[src/hdl/pwm_pkg.sv]
// Constants shared by the dual-slope symmetric PWM timer and its compare channels
package pwm_pkg;

	// ------------------------------------------------------------------
	// Register byte addresses
	// ------------------------------------------------------------------
	localparam logic [7:0] ADDR_CTRL_A = 8'h80;
	localparam logic [7:0] ADDR_CTRL_B = 8'h84;
	localparam logic [7:0] ADDR_COUNT = 8'h88;
	localparam logic [7:0] ADDR_CMP_A = 8'h8C;
	localparam logic [7:0] ADDR_CMP_B = 8'h90;
	localparam logic [7:0] ADDR_CAP_TOP = 8'h94;
	localparam logic [7:0] ADDR_FLAGS = 8'h98;
	localparam logic [7:0] ADDR_PORT = 8'h9C;

	// ------------------------------------------------------------------
	// Field positions
	// ------------------------------------------------------------------
	localparam int CTRLA_MODE_A_LSB = 6;
	localparam int CTRLA_MODE_B_LSB = 4;
	localparam int CTRLA_WGM_LO_LSB = 0;
	localparam int CTRLB_WGM_HI_LSB = 3;
	localparam int CTRLB_CS_LSB = 0;
	localparam int FLAG_OVF = 0;
	localparam int FLAG_CMP_A = 1;
	localparam int FLAG_CMP_B = 2;
	localparam int FLAG_CAP = 5;
	localparam int PORT_DIR_A = 0;
	localparam int PORT_DIR_B = 1;
	localparam int PORT_LVL_A = 2;
	localparam int PORT_LVL_B = 3;

	// ------------------------------------------------------------------
	// Reset values
	// ------------------------------------------------------------------
	localparam logic [7:0] CTRL_A_RESET = 8'h00;
	localparam logic [7:0] CTRL_B_RESET = 8'h00;
	localparam logic [7:0] FLAGS_RESET = 8'h00;
	localparam logic [3:0] PORT_RESET = 4'h0;
	localparam logic [15:0] COUNT_RESET = 16'h0000;
	localparam logic [15:0] CMP_RESET = 16'h0000;
	localparam logic [15:0] CAP_RESET = 16'h0000;
	localparam logic [15:0] BOTTOM = 16'h0000;

	// ------------------------------------------------------------------
	// Modes and encodings
	// ------------------------------------------------------------------
	localparam logic [3:0] WGM_PFC_CAP_TOP = 4'h8;
	localparam logic [3:0] WGM_PFC_CMP_TOP = 4'h9;
	localparam logic [3:0] WGM_PC_CMP_TOP = 4'hB;
	localparam logic [1:0] OUT_DISCONNECT = 2'h0;
	localparam logic [1:0] OUT_TOGGLE = 2'h1;
	localparam logic [1:0] OUT_NONINV = 2'h2;
	localparam logic [1:0] OUT_INV = 2'h3;

	// Clock select codes and prescaler terminal counts (divider minus one)
	localparam logic [2:0] CS_STOP = 3'h0;
	localparam logic [2:0] CS_DIV1 = 3'h1;
	localparam logic [2:0] CS_DIV8 = 3'h2;
	localparam logic [2:0] CS_DIV64 = 3'h3;
	localparam logic [2:0] CS_DIV256 = 3'h4;
	localparam logic [2:0] CS_DIV1024 = 3'h5;
	localparam logic [9:0] PRE_TC_8 = 10'h007;
	localparam logic [9:0] PRE_TC_64 = 10'h03F;
	localparam logic [9:0] PRE_TC_256 = 10'h0FF;
	localparam logic [9:0] PRE_TC_1024 = 10'h3FF;
	localparam logic [9:0] PRE_RESET = 10'h000;

	localparam logic [1:0] RESP_OKAY = 2'h0;
	localparam logic [1:0] RESP_SLVERR = 2'h2;

	typedef enum logic {count_up, count_down} dir_t;

endpackage

[src/hdl/symmetric_pwm_timer.sv]
// Dual-slope symmetric PWM timer with AXI4-Lite register access
`timescale 1ns/1ps
`default_nettype none

module symmetric_pwm_timer
	import pwm_pkg::*;
#(
	parameter int ADDR_W = 8,
	parameter int WIDTH = 16
) (
	input wire logic aclk,
	input wire logic aresetn,
	input wire logic ce,
	input wire logic [ADDR_W-1:0] s_axi_awaddr,
	input wire logic s_axi_awvalid,
	output logic s_axi_awready,
	input wire logic [31:0] s_axi_wdata,
	input wire logic [3:0] s_axi_wstrb,
	input wire logic s_axi_wvalid,
	output logic s_axi_wready,
	output logic [1:0] s_axi_bresp,
	output logic s_axi_bvalid,
	input wire logic s_axi_bready,
	input wire logic [ADDR_W-1:0] s_axi_araddr,
	input wire logic s_axi_arvalid,
	output logic s_axi_arready,
	output logic [31:0] s_axi_rdata,
	output logic [1:0] s_axi_rresp,
	output logic s_axi_rvalid,
	input wire logic s_axi_rready,
	output logic pin_a,
	output logic pin_a_oe,
	output logic pin_b,
	output logic pin_b_oe
);

	// ------------------------------------------------------------------
	// State
	// ------------------------------------------------------------------
	logic [7:0] waveform_output_ctrl_a;
	logic [7:0] waveform_ctrl_b;
	logic [WIDTH-1:0] count_value;
	logic [WIDTH-1:0] compare_a_value;
	logic [WIDTH-1:0] compare_b_value;
	logic [WIDTH-1:0] capture_top_value;
	logic [7:0] flags;
	logic [3:0] port_ctrl;
	dir_t dir;
	logic [9:0] pre_count;
	logic aw_held;
	logic w_held;
	logic [ADDR_W-1:0] aw_addr_q;
	logic [31:0] w_data_q;
	logic [3:0] w_strb_q;

	function automatic logic [31:0] merge(input logic [31:0] old_v, input logic [31:0] new_v,
			input logic [3:0] strb);
		logic [31:0] res;
		res = old_v;
		for (int i = 0; i < 4; i++) begin
			if (strb[i]) begin
				res[i*8 +: 8] = new_v[i*8 +: 8];
			end
		end
		return res;
	endfunction

	// ------------------------------------------------------------------
	// Mode decode
	// ------------------------------------------------------------------
	wire logic [3:0] waveform_mode_sel;
	wire logic [1:0] output_mode_sel_a;
	wire logic [1:0] output_mode_sel_b;
	wire logic [2:0] clock_sel;
	wire logic pfc_mode;
	wire logic toggle_ok_a;

	assign waveform_mode_sel = {waveform_ctrl_b[CTRLB_WGM_HI_LSB +: 2],
		waveform_output_ctrl_a[CTRLA_WGM_LO_LSB +: 2]};
	assign output_mode_sel_a = waveform_output_ctrl_a[CTRLA_MODE_A_LSB +: 2];
	assign output_mode_sel_b = waveform_output_ctrl_a[CTRLA_MODE_B_LSB +: 2];
	assign clock_sel = waveform_ctrl_b[CTRLB_CS_LSB +: 3];
	assign pfc_mode = (waveform_mode_sel == WGM_PFC_CAP_TOP) ||
		(waveform_mode_sel == WGM_PFC_CMP_TOP);
	assign toggle_ok_a = (waveform_mode_sel == WGM_PFC_CMP_TOP) ||
		(waveform_mode_sel == WGM_PC_CMP_TOP);

	// ------------------------------------------------------------------
	// Prescaler
	// ------------------------------------------------------------------
	wire logic [9:0] pre_tc;
	wire logic pre_wrap;
	wire logic timer_tick_enable;
	wire logic tick;

	assign pre_tc = (clock_sel == CS_DIV8) ? PRE_TC_8 :
		(clock_sel == CS_DIV64) ? PRE_TC_64 :
		(clock_sel == CS_DIV256) ? PRE_TC_256 :
		(clock_sel == CS_DIV1024) ? PRE_TC_1024 :
		PRE_RESET;
	assign pre_wrap = pre_count >= pre_tc;
	assign timer_tick_enable = (clock_sel != CS_STOP) && (clock_sel <= CS_DIV1024) &&
		pre_wrap;
	// Only the timer tick advances count and flags, and buffers in the symmetric modes
	assign tick = ce & timer_tick_enable & pfc_mode;

	// ------------------------------------------------------------------
	// Dual-slope counter
	// ------------------------------------------------------------------
	wire logic [WIDTH-1:0] compare_a_active;
	wire logic [WIDTH-1:0] compare_b_active;
	wire logic [WIDTH-1:0] top;
	wire logic at_bottom;
	wire logic at_top;
	wire logic rising;
	wire logic bottom_tick;
	wire logic top_tick;
	wire logic [WIDTH-1:0] next_count;
	wire logic match_a;
	wire logic match_b;

	assign top = (waveform_mode_sel == WGM_PFC_CMP_TOP) ? compare_a_active :
		capture_top_value;
	assign at_bottom = count_value == BOTTOM;
	assign at_top = count_value == top;
	// Going down also covers a count left above a lowered TOP
	assign rising = at_bottom || ((dir == count_up) && (count_value < top));
	assign next_count = rising ? count_value + 1'b1 : count_value - 1'b1;
	assign bottom_tick = tick & at_bottom;
	assign top_tick = tick & at_top;

	// ------------------------------------------------------------------
	// Compare channels
	// ------------------------------------------------------------------
	// Outside the symmetric modes the counter is frozen, so buffers pass straight on
	wire logic reload;
	wire logic wave_out_a;
	wire logic wave_out_b;

	assign reload = bottom_tick | ~pfc_mode;

	compare_channel #(.WIDTH(WIDTH)) channel_a (
		.aclk(aclk),
		.aresetn(aresetn),
		.ce(ce),
		.tick(tick),
		.load(reload),
		.buffer_value(compare_a_value),
		.count(count_value),
		.top(top),
		.rising(rising),
		.toggle_allowed(toggle_ok_a),
		.mode_sel(output_mode_sel_a),
		.active_value(compare_a_active),
		.match(match_a),
		.wave(wave_out_a)
	);

	compare_channel #(.WIDTH(WIDTH)) channel_b (
		.aclk(aclk),
		.aresetn(aresetn),
		.ce(ce),
		.tick(tick),
		.load(reload),
		.buffer_value(compare_b_value),
		.count(count_value),
		.top(top),
		.rising(rising),
		.toggle_allowed(1'b0),
		.mode_sel(output_mode_sel_b),
		.active_value(compare_b_active),
		.match(match_b),
		.wave(wave_out_b)
	);

	// ------------------------------------------------------------------
	// Flags
	// ------------------------------------------------------------------
	wire logic [7:0] flag_set;
	wire logic [7:0] flag_clr;
	wire logic [7:0] next_flags;
	wire logic [31:0] rd_data;
	wire logic rd_hit;
	wire logic wr_hit;
	wire logic wr_fire;

	assign flag_set[FLAG_OVF] = bottom_tick;
	assign flag_set[FLAG_CMP_A] = match_a |
		(top_tick & (waveform_mode_sel == WGM_PFC_CMP_TOP));
	assign flag_set[FLAG_CMP_B] = match_b;
	assign flag_set[FLAG_CAP] = top_tick & (waveform_mode_sel == WGM_PFC_CAP_TOP);
	assign flag_set[4:3] = 2'h0;
	assign flag_set[7:6] = 2'h0;
	assign flag_clr = (wr_fire && aw_addr_q == ADDR_FLAGS && w_strb_q[0]) ?
		w_data_q[7:0] : 8'h00;
	// A new event beats a clear in the same cycle
	assign next_flags = (flags & ~flag_clr) | flag_set;

	// ------------------------------------------------------------------
	// AXI4-Lite slave
	// ------------------------------------------------------------------
	wire logic [31:0] wr_merged;

	assign s_axi_awready = ce & ~aw_held & ~s_axi_bvalid;
	assign s_axi_wready = ce & ~w_held & ~s_axi_bvalid;
	assign s_axi_arready = ce & ~s_axi_rvalid;
	assign wr_fire = ce & aw_held & w_held & ~s_axi_bvalid;
	assign wr_hit = (aw_addr_q == ADDR_CTRL_A) || (aw_addr_q == ADDR_CTRL_B) ||
		(aw_addr_q == ADDR_COUNT) || (aw_addr_q == ADDR_CMP_A) ||
		(aw_addr_q == ADDR_CMP_B) || (aw_addr_q == ADDR_CAP_TOP) ||
		(aw_addr_q == ADDR_FLAGS) || (aw_addr_q == ADDR_PORT);
	assign rd_hit = (s_axi_araddr == ADDR_CTRL_A) || (s_axi_araddr == ADDR_CTRL_B) ||
		(s_axi_araddr == ADDR_COUNT) || (s_axi_araddr == ADDR_CMP_A) ||
		(s_axi_araddr == ADDR_CMP_B) || (s_axi_araddr == ADDR_CAP_TOP) ||
		(s_axi_araddr == ADDR_FLAGS) || (s_axi_araddr == ADDR_PORT);
	assign rd_data = (s_axi_araddr == ADDR_CTRL_A) ? {24'h000000, waveform_output_ctrl_a} :
		(s_axi_araddr == ADDR_CTRL_B) ? {24'h000000, waveform_ctrl_b} :
		(s_axi_araddr == ADDR_COUNT) ? {16'h0000, count_value} :
		(s_axi_araddr == ADDR_CMP_A) ? {16'h0000, compare_a_value} :
		(s_axi_araddr == ADDR_CMP_B) ? {16'h0000, compare_b_value} :
		(s_axi_araddr == ADDR_CAP_TOP) ? {16'h0000, capture_top_value} :
		(s_axi_araddr == ADDR_FLAGS) ? {24'h000000, flags} :
		(s_axi_araddr == ADDR_PORT) ? {28'h0000000, port_ctrl} :
		32'h00000000;

	// Old value of the addressed word, so partial strobes keep untouched bytes
	assign wr_merged = merge(
		(aw_addr_q == ADDR_CTRL_A) ? {24'h000000, waveform_output_ctrl_a} :
		(aw_addr_q == ADDR_CTRL_B) ? {24'h000000, waveform_ctrl_b} :
		(aw_addr_q == ADDR_COUNT) ? {16'h0000, count_value} :
		(aw_addr_q == ADDR_CMP_A) ? {16'h0000, compare_a_value} :
		(aw_addr_q == ADDR_CMP_B) ? {16'h0000, compare_b_value} :
		(aw_addr_q == ADDR_CAP_TOP) ? {16'h0000, capture_top_value} :
		{28'h0000000, port_ctrl},
		w_data_q, w_strb_q);

	always_ff @(posedge aclk) begin
		if (!aresetn) begin
			aw_held <= 1'b0;
			w_held <= 1'b0;
			aw_addr_q <= '0;
			w_data_q <= 32'h00000000;
			w_strb_q <= 4'h0;
			s_axi_bvalid <= 1'b0;
			s_axi_bresp <= RESP_OKAY;
		end else if (ce) begin
			if (s_axi_awvalid && s_axi_awready) begin
				aw_held <= 1'b1;
				aw_addr_q <= s_axi_awaddr;
			end
			if (s_axi_wvalid && s_axi_wready) begin
				w_held <= 1'b1;
				w_data_q <= s_axi_wdata;
				w_strb_q <= s_axi_wstrb;
			end
			if (wr_fire) begin
				aw_held <= 1'b0;
				w_held <= 1'b0;
				s_axi_bvalid <= 1'b1;
				s_axi_bresp <= wr_hit ? RESP_OKAY : RESP_SLVERR;
			end else if (s_axi_bvalid && s_axi_bready) begin
				s_axi_bvalid <= 1'b0;
			end
		end
	end

	always_ff @(posedge aclk) begin
		if (!aresetn) begin
			s_axi_rvalid <= 1'b0;
			s_axi_rdata <= 32'h00000000;
			s_axi_rresp <= RESP_OKAY;
		end else if (ce) begin
			if (s_axi_arvalid && s_axi_arready) begin
				s_axi_rvalid <= 1'b1;
				s_axi_rdata <= rd_data;
				s_axi_rresp <= rd_hit ? RESP_OKAY : RESP_SLVERR;
			end else if (s_axi_rvalid && s_axi_rready) begin
				s_axi_rvalid <= 1'b0;
			end
		end
	end

	// ------------------------------------------------------------------
	// Registers and counter
	// ------------------------------------------------------------------
	wire logic wr_ctrl_a;
	wire logic wr_ctrl_b;
	wire logic wr_count;
	wire logic wr_cmp_a;
	wire logic wr_cmp_b;
	wire logic wr_cap;
	wire logic wr_port;

	assign wr_ctrl_a = wr_fire && aw_addr_q == ADDR_CTRL_A;
	assign wr_ctrl_b = wr_fire && aw_addr_q == ADDR_CTRL_B;
	assign wr_count = wr_fire && aw_addr_q == ADDR_COUNT;
	assign wr_cmp_a = wr_fire && aw_addr_q == ADDR_CMP_A;
	assign wr_cmp_b = wr_fire && aw_addr_q == ADDR_CMP_B;
	assign wr_cap = wr_fire && aw_addr_q == ADDR_CAP_TOP;
	assign wr_port = wr_fire && aw_addr_q == ADDR_PORT;

	always_ff @(posedge aclk) begin
		if (!aresetn) begin
			waveform_output_ctrl_a <= CTRL_A_RESET;
			waveform_ctrl_b <= CTRL_B_RESET;
			compare_a_value <= CMP_RESET;
			compare_b_value <= CMP_RESET;
			capture_top_value <= CAP_RESET;
			port_ctrl <= PORT_RESET;
			flags <= FLAGS_RESET;
		end else if (ce) begin
			flags <= next_flags;
			if (wr_ctrl_a) begin
				waveform_output_ctrl_a <= {wr_merged[7:4], 2'h0, wr_merged[1:0]};
			end
			if (wr_ctrl_b) begin
				waveform_ctrl_b <= {3'h0, wr_merged[4:0]};
			end
			if (wr_cmp_a) begin
				compare_a_value <= wr_merged[WIDTH-1:0];
			end
			if (wr_cmp_b) begin
				compare_b_value <= wr_merged[WIDTH-1:0];
			end
			if (wr_cap) begin
				capture_top_value <= wr_merged[WIDTH-1:0];
			end
			if (wr_port) begin
				port_ctrl <= wr_merged[3:0];
			end
		end
	end

	// A software write to the count takes priority over the tick
	always_ff @(posedge aclk) begin
		if (!aresetn) begin
			count_value <= COUNT_RESET;
			dir <= count_up;
			pre_count <= PRE_RESET;
		end else if (ce) begin
			pre_count <= pre_wrap ? PRE_RESET : pre_count + 1'b1;
			if (wr_count) begin
				count_value <= wr_merged[WIDTH-1:0];
			end else if (tick) begin
				count_value <= next_count;
				dir <= rising ? count_up : count_down;
			end
		end
	end

	// ------------------------------------------------------------------
	// Pin drive
	// ------------------------------------------------------------------
	wire logic override_a;
	wire logic override_b;

	assign override_a = (output_mode_sel_a != OUT_DISCONNECT) &&
		((output_mode_sel_a != OUT_TOGGLE) || toggle_ok_a);
	assign override_b = (output_mode_sel_b != OUT_DISCONNECT) &&
		(output_mode_sel_b != OUT_TOGGLE);

	always_ff @(posedge aclk) begin
		if (!aresetn) begin
			pin_a <= 1'b0;
			pin_b <= 1'b0;
			pin_a_oe <= 1'b0;
			pin_b_oe <= 1'b0;
		end else if (ce) begin
			pin_a <= override_a ? wave_out_a : port_ctrl[PORT_LVL_A];
			pin_b <= override_b ? wave_out_b : port_ctrl[PORT_LVL_B];
			pin_a_oe <= port_ctrl[PORT_DIR_A];
			pin_b_oe <= port_ctrl[PORT_DIR_B];
		end
	end

endmodule

`default_nettype wire

[src/hdl/compare_channel.sv]
// One double-buffered compare channel with its wave output
`timescale 1ns/1ps
`default_nettype none

module compare_channel
	import pwm_pkg::*;
#(
	parameter int WIDTH = 16
) (
	input wire logic aclk,
	input wire logic aresetn,
	input wire logic ce,
	input wire logic tick,
	input wire logic load,
	input wire logic [WIDTH-1:0] buffer_value,
	input wire logic [WIDTH-1:0] count,
	input wire logic [WIDTH-1:0] top,
	input wire logic rising,
	input wire logic toggle_allowed,
	input wire logic [1:0] mode_sel,
	output logic [WIDTH-1:0] active_value,
	output logic match,
	output logic wave
);

	wire logic reachable;
	wire logic next_wave;

	// A compare value above TOP is never reached, even after TOP is lowered
	assign reachable = active_value <= top;
	assign match = tick & reachable & (count == active_value);

	// Extremes count as turning points so in non-inverting mode BOTTOM gives low and TOP gives high
	assign next_wave = (mode_sel == OUT_NONINV) ? ~rising :
		(mode_sel == OUT_INV) ? rising :
		(mode_sel == OUT_TOGGLE && toggle_allowed) ? ~wave :
		wave;

	always_ff @(posedge aclk) begin
		if (!aresetn) begin
			active_value <= CMP_RESET;
			wave <= 1'b0;
		end else if (ce) begin
			if (load) begin
				active_value <= buffer_value;
			end
			if (match) begin
				wave <= next_wave;
			end
		end
	end

endmodule

`default_nettype wire

[config.mk]
export PLATFORM = sky130hd
export DESIGN_NAME = symmetric_pwm_timer
export DESIGN_NICKNAME = d
export VERILOG_FILES = /design/src/hdl/pwm_pkg.sv /design/src/hdl/symmetric_pwm_timer.sv /design/src/hdl/compare_channel.sv
export SDC_FILE = /design/constraint.sdc
export NUM_CORES = 1
export LEC_CHECK = 0
export BUFFER_PORTS_ARGS = -buffer_cell sky130_fd_sc_hd__buf_2
export CORE_ASPECT_RATIO = 1.75
export CORE_MARGIN = 2
export CORE_UTILIZATION = 50
export CTS_BUF_LIST = sky130_fd_sc_hd__clkbuf_4 sky130_fd_sc_hd__clkbuf_8
export DETAILED_ROUTE_END_ITERATION = 12
export PLACE_DENSITY_LB_ADDON = 0.25
export SETUP_SLACK_MARGIN = 0.02
export SKIP_LAST_GASP = 1
export SYNTH_ARGS = -nofsm -noshare
export SYNTH_HDL_FRONTEND = slang
export SYNTH_SLANG_ARGS = --single-unit
export TNS_END_PERCENT = 100
[constraint.sdc]
create_clock -name aclk -period 15.6 [get_ports aclk]
set_clock_uncertainty 0.15 [all_clocks]
set_input_delay 2.34 -clock aclk [delete_from_list [all_inputs] [get_ports aclk]]
set_output_delay 2.34 -clock aclk [all_outputs]
set_load 0.02 [all_outputs]
==> results of run 1 <==
==> area by class of cell <==
class | instances | area share (%)
Multi-Input combinational cell | 1062 | 58.1
Sequential cell | 184 | 31.6
Timing Repair Buffer | 74 | 3.31
Tap cell | 292 | 3.13
Clock buffer | 22 | 2.49
Inverter | 24 | 0.794
Clock inverter | 10 | 0.590
==> metal layers <==
metal	up-vias	global-route usage [%]	part of all wire, %
met4	0	15.1	4.8
li1	4844	-	-
met3	92	4.22	6.4
met1	4679	34.7	39
met5	-	0	0
met2	403	50.4	50
==> worst min-delay path: cells and delay by family, from the launching register on <==
kind,cells,cell delay [ns]
flip-flops,1,0.33
AND/OR/NAND/NOR,1,0.06
AO/OA/AOI/OAI,1,0.03
==> where the power goes <==
group | switching (W) | leakage, nW | internal (W)
Sequential | 0.00000708 | 1.49 | 0.000476
Clock | 0.000177 | 0.182 | 0.000126
Combinational | 0.0000427 | 3.08 | 0.0000181
==> final timing paths <==
path                      startpoint               to  slack (ns)  depth (start not counted)
setup / recovery  waveform_ctrl_b[4]  count_value[15]        8.85                         18
hold / removal              flags[6]         flags[6]        0.31                          2
setup reg to reg  waveform_ctrl_b[4]  count_value[15]        8.85                         18
hold reg to reg             flags[6]         flags[6]        0.31                          2
==> metrics by stage <==
step | total power, W | hold slack (ns) | worst slack, ns
2_1_floorplan | 0.000537 | 0.259 | 10.09
3_3_place_gp | 0.000554 | 0.287 | 9.05
3_5_place_dp | 0.000554 | 0.291 | 8.92
4_1_cts | 0.000850 | 0.306 | 8.88
5_1_grt | 0.000873 | 0.334 | 8.57
6_report | 0.000847 | 0.308 | 8.85
==> cell usage after synthesis, types with 6 or more instances <==
| cell type | count |
|---|---|
| sky130_fd_sc_hd__nor4_1 | 13 |
| sky130_fd_sc_hd__nor2b_1 | 12 |
| sky130_fd_sc_hd__xnor2_1 | 30 |
| sky130_fd_sc_hd__nand4_1 | 17 |
| sky130_fd_sc_hd__xor2_1 | 31 |
| sky130_fd_sc_hd__a222oi_1 | 11 |
| sky130_fd_sc_hd__inv_1 | 23 |
| sky130_fd_sc_hd__nor2_1 | 131 |
| sky130_fd_sc_hd__a31oi_1 | 31 |
| sky130_fd_sc_hd__a21oi_1 | 137 |
| sky130_fd_sc_hd__buf_4 | 21 |
| sky130_fd_sc_hd__a21o_1 | 13 |
| sky130_fd_sc_hd__mux2_2 | 11 |
| sky130_fd_sc_hd__clkbuf_1 | 64 |
| sky130_fd_sc_hd__and3_1 | 9 |
| sky130_fd_sc_hd__mux2i_1 | 70 |
| sky130_fd_sc_hd__ha_1 | 67 |
| sky130_fd_sc_hd__and2_1 | 8 |
| sky130_fd_sc_hd__o21ai_0 | 61 |
| sky130_fd_sc_hd__o22ai_1 | 6 |
| sky130_fd_sc_hd__nand3_1 | 26 |
| sky130_fd_sc_hd__a211oi_1 | 17 |
| sky130_fd_sc_hd__nor3_1 | 22 |
| sky130_fd_sc_hd__nand2_1 | 210 |
| sky130_fd_sc_hd__buf_2 | 13 |
| sky130_fd_sc_hd__dfxtp_1 | 184 |
| sky130_fd_sc_hd__o211ai_1 | 9 |
| sky130_fd_sc_hd__a221oi_1 | 10 |
| sky130_fd_sc_hd__a22oi_1 | 21 |
==> state kept, by name, indices dropped and copies added, names as in the netlist, 4 cells and up <==
register / count
aw_addr_q: 8
flags: 8
capture_top_value: 16
pre_count: 10
channel_b.active_value: 16
compare_a_value: 16
waveform_output_ctrl_a: 6
port_ctrl: 4
waveform_ctrl_b: 5
channel_a.active_value: 16
w_data_q: 16
s_axi_rdata: 16
count_value: 16
compare_b_value: 16
==> cells by family (layout without fill, tap and decap cells) <==
logic type	count (synthesis)	after routing	share of synthesized area, %
DFF	184	184	33.7
other	1	18	0.0343
adders and majority gates	69	69	7.95
AOI/OAI and AO/OA	352	352	20.2
muxes	84	84	8.08
buffers and inverters	127	130	5.44
and+or+nand+nor	477	477	19.6
xor gates and xnor gates	62	62	5.03
==> run_summary.xml, run 1 <==
<?xml version="1.0" encoding="UTF-8"?>
<metrics>
  <group name="outcome">
    <metric name="outcome" unit="">completed</metric>
  </group>
  <group name="critical_path">
    <metric name="timing.critical_path.to_type" unit="">flop</metric>
    <metric name="crit_type" unit="">reg2reg</metric>
    <metric name="cpLargestDelayFamily" unit="">compound AO/OA/AOI/OAI gates</metric>
    <metric name="startpoint_type" unit="">flop</metric>
    <metric name="critPathSlowestCell" unit="">sky130_fd_sc_hd__nand4bb_1</metric>
    <metric name="path_max_fanout" unit="">14</metric>
    <metric name="critical_path_arrival" unit="ns">7.04</metric>
    <metric name="path_cells" unit="">nand4bb_1, mux2i_1, ha_1, a21oi_1, o21ai_0, a2111oi_0, o21ai_0, o31ai_4, inv_1, ha_1, and2_1, a221o_1, nor3_1, o31ai_1, o41ai_2, xor2_1, a31o_2, o21ai_1</metric>
    <metric name="critical_path_buf_inv_count" unit="">1</metric>
    <metric name="critical-path-max-stage-delay" unit="ns">0.74</metric>
    <metric name="critical_path_required" unit="ns">15.89</metric>
  </group>
  <group name="cells_and_area">
    <metric name="area_of_the_multi_input_gates" unit="um^2">6770</metric>
    <metric name="n_antenna_cell" unit="">0</metric>
    <metric name="final_net_count" unit="">1491</metric>
    <metric name="sequential_cell_area" unit="um^2">3680</metric>
    <metric name="final_area" unit="um^2">11700</metric>
    <metric name="most-common-layout-cells" unit="">sky130_fd_sc_hd__nand2_1 (210), sky130_fd_sc_hd__dfxtp_1 (184), sky130_fd_sc_hd__a21oi_1 (137)</metric>
    <metric name="final_util" unit="%">54.2</metric>
    <metric name="final_cells" unit="">1668</metric>
    <metric name="areaGrowthSynthToFinish" unit="%">6.53</metric>
    <metric name="mostFrequentLayoutCell" unit="">sky130_fd_sc_hd__nand2_1</metric>
    <metric name="layout.filler_cells" unit="">2150</metric>
    <metric name="post_route_cells_drive_above_1_share" unit="%">10.1</metric>
  </group>
  <group name="grt">
    <metric name="grt_pass1_vias" unit="">9509</metric>
    <metric name="grt_antenna_before_repair" unit="">0</metric>
    <metric name="global_route.overflow_total" unit="">0</metric>
    <metric name="pin_count_of_the_biggest_net_entering_global_routing" unit="">89</metric>
    <metric name="grt_first_pass_wirelength" unit="um">51300</metric>
    <metric name="gr_util_all_layers" unit="%">29.2</metric>
  </group>
  <group name="placed_design">
    <metric name="post_dp_cell_area" unit="um^2">11300</metric>
    <metric name="place.port_buffers" unit="">68</metric>
    <metric name="globalplace.congestion" unit="">0.956</metric>
    <metric name="estimated_wirelength_of_the_detail_placed_design" unit="um">25200</metric>
    <metric name="number_of_placed_cells_counting_well_taps" unit="">1636</metric>
  </group>
  <group name="yosys">
    <metric name="synth_seq_area_share" unit="%">33.7</metric>
    <metric name="synth_area_per_cell" unit="um^2">8.07</metric>
    <metric name="ys_async_sr_fraction" unit="%">0</metric>
    <metric name="synth-edff-count" unit="">0</metric>
    <metric name="post-synth-top-area-fraction" unit="%">33.7</metric>
    <metric name="netlist_instances" unit="">1356</metric>
    <metric name="syn_std_cell_area" unit="um^2">10900</metric>
    <metric name="post_synth_num_cell_types" unit="">78</metric>
    <metric name="synth_top_cells_by_area" unit="">sky130_fd_sc_hd__dfxtp_1 (34%), sky130_fd_sc_hd__ha_1 (7.7%), sky130_fd_sc_hd__nand2_1 (7.2%), sky130_fd_sc_hd__mux2i_1 (6.4%), sky130_fd_sc_hd__a21oi_1 (6.3%)</metric>
    <metric name="netlist.top_cell.by_area" unit="">sky130_fd_sc_hd__dfxtp_1</metric>
    <metric name="synth_ff_type" unit="">sky130_fd_sc_hd__dfxtp_1</metric>
    <metric name="ys_ff_latch" unit="">184</metric>
    <metric name="synth.yosys.warnings" unit="">0</metric>
  </group>
  <group name="die">
    <metric name="floorplan.initialDensity" unit="%">50.9</metric>
    <metric name="die_w" unit="um">116</metric>
    <metric name="number_of_rows_created_at_floorplan" unit="">71</metric>
    <metric name="die_area" unit="um^2">23100</metric>
    <metric name="core-area" unit="um^2">21500</metric>
    <metric name="die_h" unit="um">200</metric>
    <metric name="io_pins" unit="">105</metric>
  </group>
  <group name="clock_tree">
    <metric name="number_of_buffers_created_by_cts" unit="">17</metric>
    <metric name="htree_levels" unit="">4</metric>
    <metric name="clock-sinks" unit="">184</metric>
    <metric name="clk_transition_reported_paths" unit="ns">0.09</metric>
    <metric name="cts_tree" unit="">done</metric>
    <metric name="ctsHoldBuffers" unit="">0</metric>
    <metric name="clk_latency" unit="ns">0.50</metric>
    <metric name="clockBufferDepth" unit="">2</metric>
    <metric name="cts-root-buf" unit="">sky130_fd_sc_hd__clkbuf_8</metric>
    <metric name="cts.repair.resized" unit="">0</metric>
    <metric name="post_cts_setup_driven_buffer_insertion_count" unit="">0</metric>
  </group>
  <group name="timing">
    <metric name="report.final.hold_viol_count" unit="">0</metric>
    <metric name="setup_violations" unit="">0</metric>
    <metric name="maxSlewHeadroom" unit="%">30.6</metric>
    <metric name="timing.final.crit_share" unit="%">43.3</metric>
    <metric name="post-route-min-period" unit="ns">6.75</metric>
    <metric name="tightest_slew" unit="ns">1.04</metric>
    <metric name="final-max-slew-violation-count" unit="">0</metric>
    <metric name="fin_setup_tns" unit="ns">0</metric>
    <metric name="max_freq" unit="MHz">148</metric>
    <metric name="rsz_0062_raised_after_global_routing" unit="">no</metric>
  </group>
  <group name="power_and_ir_drop">
    <metric name="pwr_density" unit="nW/um^2">72.6</metric>
    <metric name="worst_ir_drop_vdd" unit="mV">0.0952</metric>
    <metric name="p_leak" unit="nW">4.75</metric>
  </group>
  <group name="worst_hold_path">
    <metric name="worst_hold_path_type" unit="">reg2reg</metric>
  </group>
  <group name="drt">
    <metric name="routed-via-count" unit="">10000</metric>
    <metric name="finalWirelength" unit="um">33300</metric>
    <metric name="route.antenna.remaining_nets" unit="">0</metric>
    <metric name="post_drt_wl_per_cell" unit="um">20.0</metric>
    <metric name="drc" unit="">0</metric>
    <metric name="detailedRoute.firstIterationViolations" unit="">849</metric>
    <metric name="vias_per_cell" unit="">6.01</metric>
    <metric name="detailedRoute.firstPassIterationCount" unit="">6</metric>
  </group>
  <group name="flow_run">
    <metric name="max_capacitance_violation_total" unit="">0</metric>
  </group>
</metrics>
(Power assumes the default switching activity.)
==> inputs of run 2 (changes only) <==
==> constraint.sdc (replaced) <==
create_clock -name aclk -period 5.9 [get_ports aclk]
set_clock_uncertainty 0.15 [all_clocks]
set_input_delay 0.885 -clock aclk [delete_from_list [all_inputs] [get_ports aclk]]
set_output_delay 0.885 -clock aclk [all_outputs]
set_load 0.02 [all_outputs]
==> run 2 against run 1 <==
  * Global-route usage is 0.61 points higher
  * Register-to-register slack worse by 8.5 ns
  * Critical path type unchanged
  * Sequential cell count stayed put
  * Via count is 1.7% higher
  * Combinational power grew to 2.7 times the previous value
  * First-iteration DRC count is 0.47% higher
  * Maximum frequency is 22% higher
  * Largest cell class unchanged
  * Wire length is 1.4% higher
==> run_summary.xml, run 2 (synthesis gave the netlist of run 1 again) <==
<?xml version="1.0" encoding="UTF-8"?>
<metrics>
  <group name="outcome">
    <metric name="outcome" unit="">completed</metric>
  </group>
  <group name="cells_and_area">
    <metric name="area_of_the_multi_input_gates" unit="um^2">6810</metric>
    <metric name="final_util" unit="%">55.1</metric>
    <metric name="most-common-layout-cells" unit="">sky130_fd_sc_hd__nand2_1 (210), sky130_fd_sc_hd__dfxtp_1 (184), sky130_fd_sc_hd__a21oi_1 (137)</metric>
    <metric name="mostFrequentLayoutCell" unit="">sky130_fd_sc_hd__nand2_1</metric>
    <metric name="sequential_cell_area" unit="um^2">3680</metric>
    <metric name="layout.filler_cells" unit="">2107</metric>
    <metric name="post_route_cells_drive_above_1_share" unit="%">11.8</metric>
    <metric name="final_net_count" unit="">1507</metric>
    <metric name="areaGrowthSynthToFinish" unit="%">8.24</metric>
    <metric name="n_antenna_cell" unit="">0</metric>
    <metric name="final_area" unit="um^2">11800</metric>
  </group>
  <group name="flow_run">
    <metric name="max_capacitance_violation_total" unit="">0</metric>
  </group>
  <group name="drt">
    <metric name="post_drt_wl_per_cell" unit="um">20.1</metric>
    <metric name="detailedRoute.firstIterationViolations" unit="">853</metric>
    <metric name="routed-via-count" unit="">10200</metric>
    <metric name="detailedRoute.firstPassIterationCount" unit="">6</metric>
    <metric name="drc" unit="">0</metric>
    <metric name="vias_per_cell" unit="">6.05</metric>
    <metric name="route.antenna.remaining_nets" unit="">0</metric>
    <metric name="finalWirelength" unit="um">33800</metric>
  </group>
  <group name="die">
    <metric name="die_h" unit="um">200</metric>
    <metric name="floorplan.initialDensity" unit="%">50.9</metric>
    <metric name="io_pins" unit="">105</metric>
    <metric name="die_area" unit="um^2">23100</metric>
    <metric name="die_w" unit="um">116</metric>
    <metric name="core-area" unit="um^2">21500</metric>
    <metric name="number_of_rows_created_at_floorplan" unit="">71</metric>
  </group>
  <group name="timing">
    <metric name="timing.final.crit_share" unit="%">93.8</metric>
    <metric name="maxSlewHeadroom" unit="%">25.3</metric>
    <metric name="setup_violations" unit="">0</metric>
    <metric name="max_freq" unit="MHz">181</metric>
    <metric name="postLayoutSetupSlackWorst" unit="ns">0.368</metric>
    <metric name="report.final.hold_viol_count" unit="">0</metric>
    <metric name="final-max-slew-violation-count" unit="">0</metric>
    <metric name="post-route-min-period" unit="ns">5.53</metric>
    <metric name="tightest_slew" unit="ns">1.12</metric>
    <metric name="fin_setup_tns" unit="ns">0</metric>
    <metric name="whs" unit="ns">0.289</metric>
  </group>
  <group name="clock_tree">
    <metric name="ctsHoldBuffers" unit="">0</metric>
    <metric name="clk_latency" unit="ns">0.51</metric>
    <metric name="clock-sinks" unit="">184</metric>
    <metric name="clockBufferDepth" unit="">2</metric>
    <metric name="cts_tree" unit="">done</metric>
    <metric name="clk_transition_reported_paths" unit="ns">0.10</metric>
    <metric name="htree_levels" unit="">4</metric>
    <metric name="number_of_buffers_created_by_cts" unit="">17</metric>
    <metric name="cts-root-buf" unit="">sky130_fd_sc_hd__clkbuf_8</metric>
  </group>
  <group name="critical_path">
    <metric name="crit_type" unit="">reg2reg</metric>
    <metric name="critical_path_required" unit="ns">6.19</metric>
    <metric name="startpoint_type" unit="">flop</metric>
    <metric name="path_max_fanout" unit="">12</metric>
    <metric name="timing.critical_path.to_type" unit="">flop</metric>
    <metric name="critical_path_arrival" unit="ns">5.83</metric>
  </group>
  <group name="grt">
    <metric name="pin_count_of_the_biggest_net_entering_global_routing" unit="">88</metric>
    <metric name="grt_first_pass_wirelength" unit="um">52600</metric>
    <metric name="grt_pass1_vias" unit="">9642</metric>
    <metric name="gr_util_all_layers" unit="%">29.8</metric>
    <metric name="grt_antenna_before_repair" unit="">0</metric>
    <metric name="global_route.overflow_total" unit="">0</metric>
  </group>
  <group name="placed_design">
    <metric name="post_dp_cell_area" unit="um^2">11300</metric>
    <metric name="globalplace.congestion" unit="">0.954</metric>
    <metric name="estimated_wirelength_of_the_detail_placed_design" unit="um">25500</metric>
    <metric name="place.port_buffers" unit="">68</metric>
    <metric name="dpl_worst_slack" unit="ns">0.330</metric>
  </group>
  <group name="worst_hold_path">
    <metric name="worst_hold_path_type" unit="">reg2reg</metric>
  </group>
  <group name="power_and_ir_drop">
    <metric name="pwr_density" unit="nW/um^2">194</metric>
    <metric name="p_leak" unit="nW">4.80</metric>
    <metric name="worst_ir_drop_vdd" unit="mV">0.252</metric>
  </group>
</metrics>
==> run 2: worst paths after layout <==
path,start,end,slack [ns],cells after the start
setup / recovery,waveform_ctrl_b[3],count_value[15],0.37,20
hold / removal,flags[6],flags[6],0.29,2
setup reg to reg,waveform_ctrl_b[3],count_value[15],0.37,20
hold reg to reg,flags[6],flags[6],0.29,2
==> run 2: power breakdown <==
group / internal (W) / total, W / switching, W
clock network: 0.000371 / 0.000862 / 0.000490
logic: 0.0000486 / 0.000162 / 0.000113
registers: 0.00126 / 0.00128 / 0.0000186
total: 0.00168 / 0.00230 / 0.000622
==> run 2: layout make-up <==
type | count | area share, %
inverter | 24 | 0.813
clock buffer | 20 | 2.32
tap | 292 | 3.08
multi-input combinational | 1062 | 57.4
timing repair buffer | 90 | 4.27
sequential | 184 | 31.1
clock inverter | 12 | 0.972
==> run 2: metal layers <==
layer,global-route usage (%),vias to the layer above,part of all wire (%)
met4,18.4,0,6.3
met5,0,-,0
met1,34.7,4786,39
met3,4.19,119,5.6
met2,50.9,417,49
li1,-,4865,-
==> run 2: per-stage QoR <==
step	power (W)	cells
after floorplan	0.00142	1373
after global routing	0.00237	1684
after CTS	0.00231	1673
final	0.00230	1684
after global placement	0.00146	1641
after detailed placement	0.00147	1641
==> run 2: worst max-delay path, cell delays in order, from the launching register on <==
cell,delay (ns)
sky130_fd_sc_hd__dfxtp_1,0.44
sky130_fd_sc_hd__nand4bb_1,0.16
sky130_fd_sc_hd__buf_4,0.28
sky130_fd_sc_hd__mux2i_1,0.37
sky130_fd_sc_hd__ha_1,0.31
sky130_fd_sc_hd__nand4_1,0.17
sky130_fd_sc_hd__nor2_1,0.06
sky130_fd_sc_hd__a2111oi_0,0.34
sky130_fd_sc_hd__o21ai_0,0.27
sky130_fd_sc_hd__o31ai_4,0.33
sky130_fd_sc_hd__clkinvlp_4,0.27
sky130_fd_sc_hd__ha_1,0.40
sky130_fd_sc_hd__and2_1,0.19
sky130_fd_sc_hd__a221o_1,0.36
sky130_fd_sc_hd__nor3_1,0.30
sky130_fd_sc_hd__o31ai_1,0.16
sky130_fd_sc_hd__o41ai_2,0.29
sky130_fd_sc_hd__buf_4,0.17
sky130_fd_sc_hd__xor2_1,0.06
sky130_fd_sc_hd__a31o_2,0.25
sky130_fd_sc_hd__o21ai_1,0.11
==> run 2: what timing repair did <==
action	CTS	global route
gates resized for setup	0	9
endpoints found under the setup margin	0	1
buffers inserted	0	11
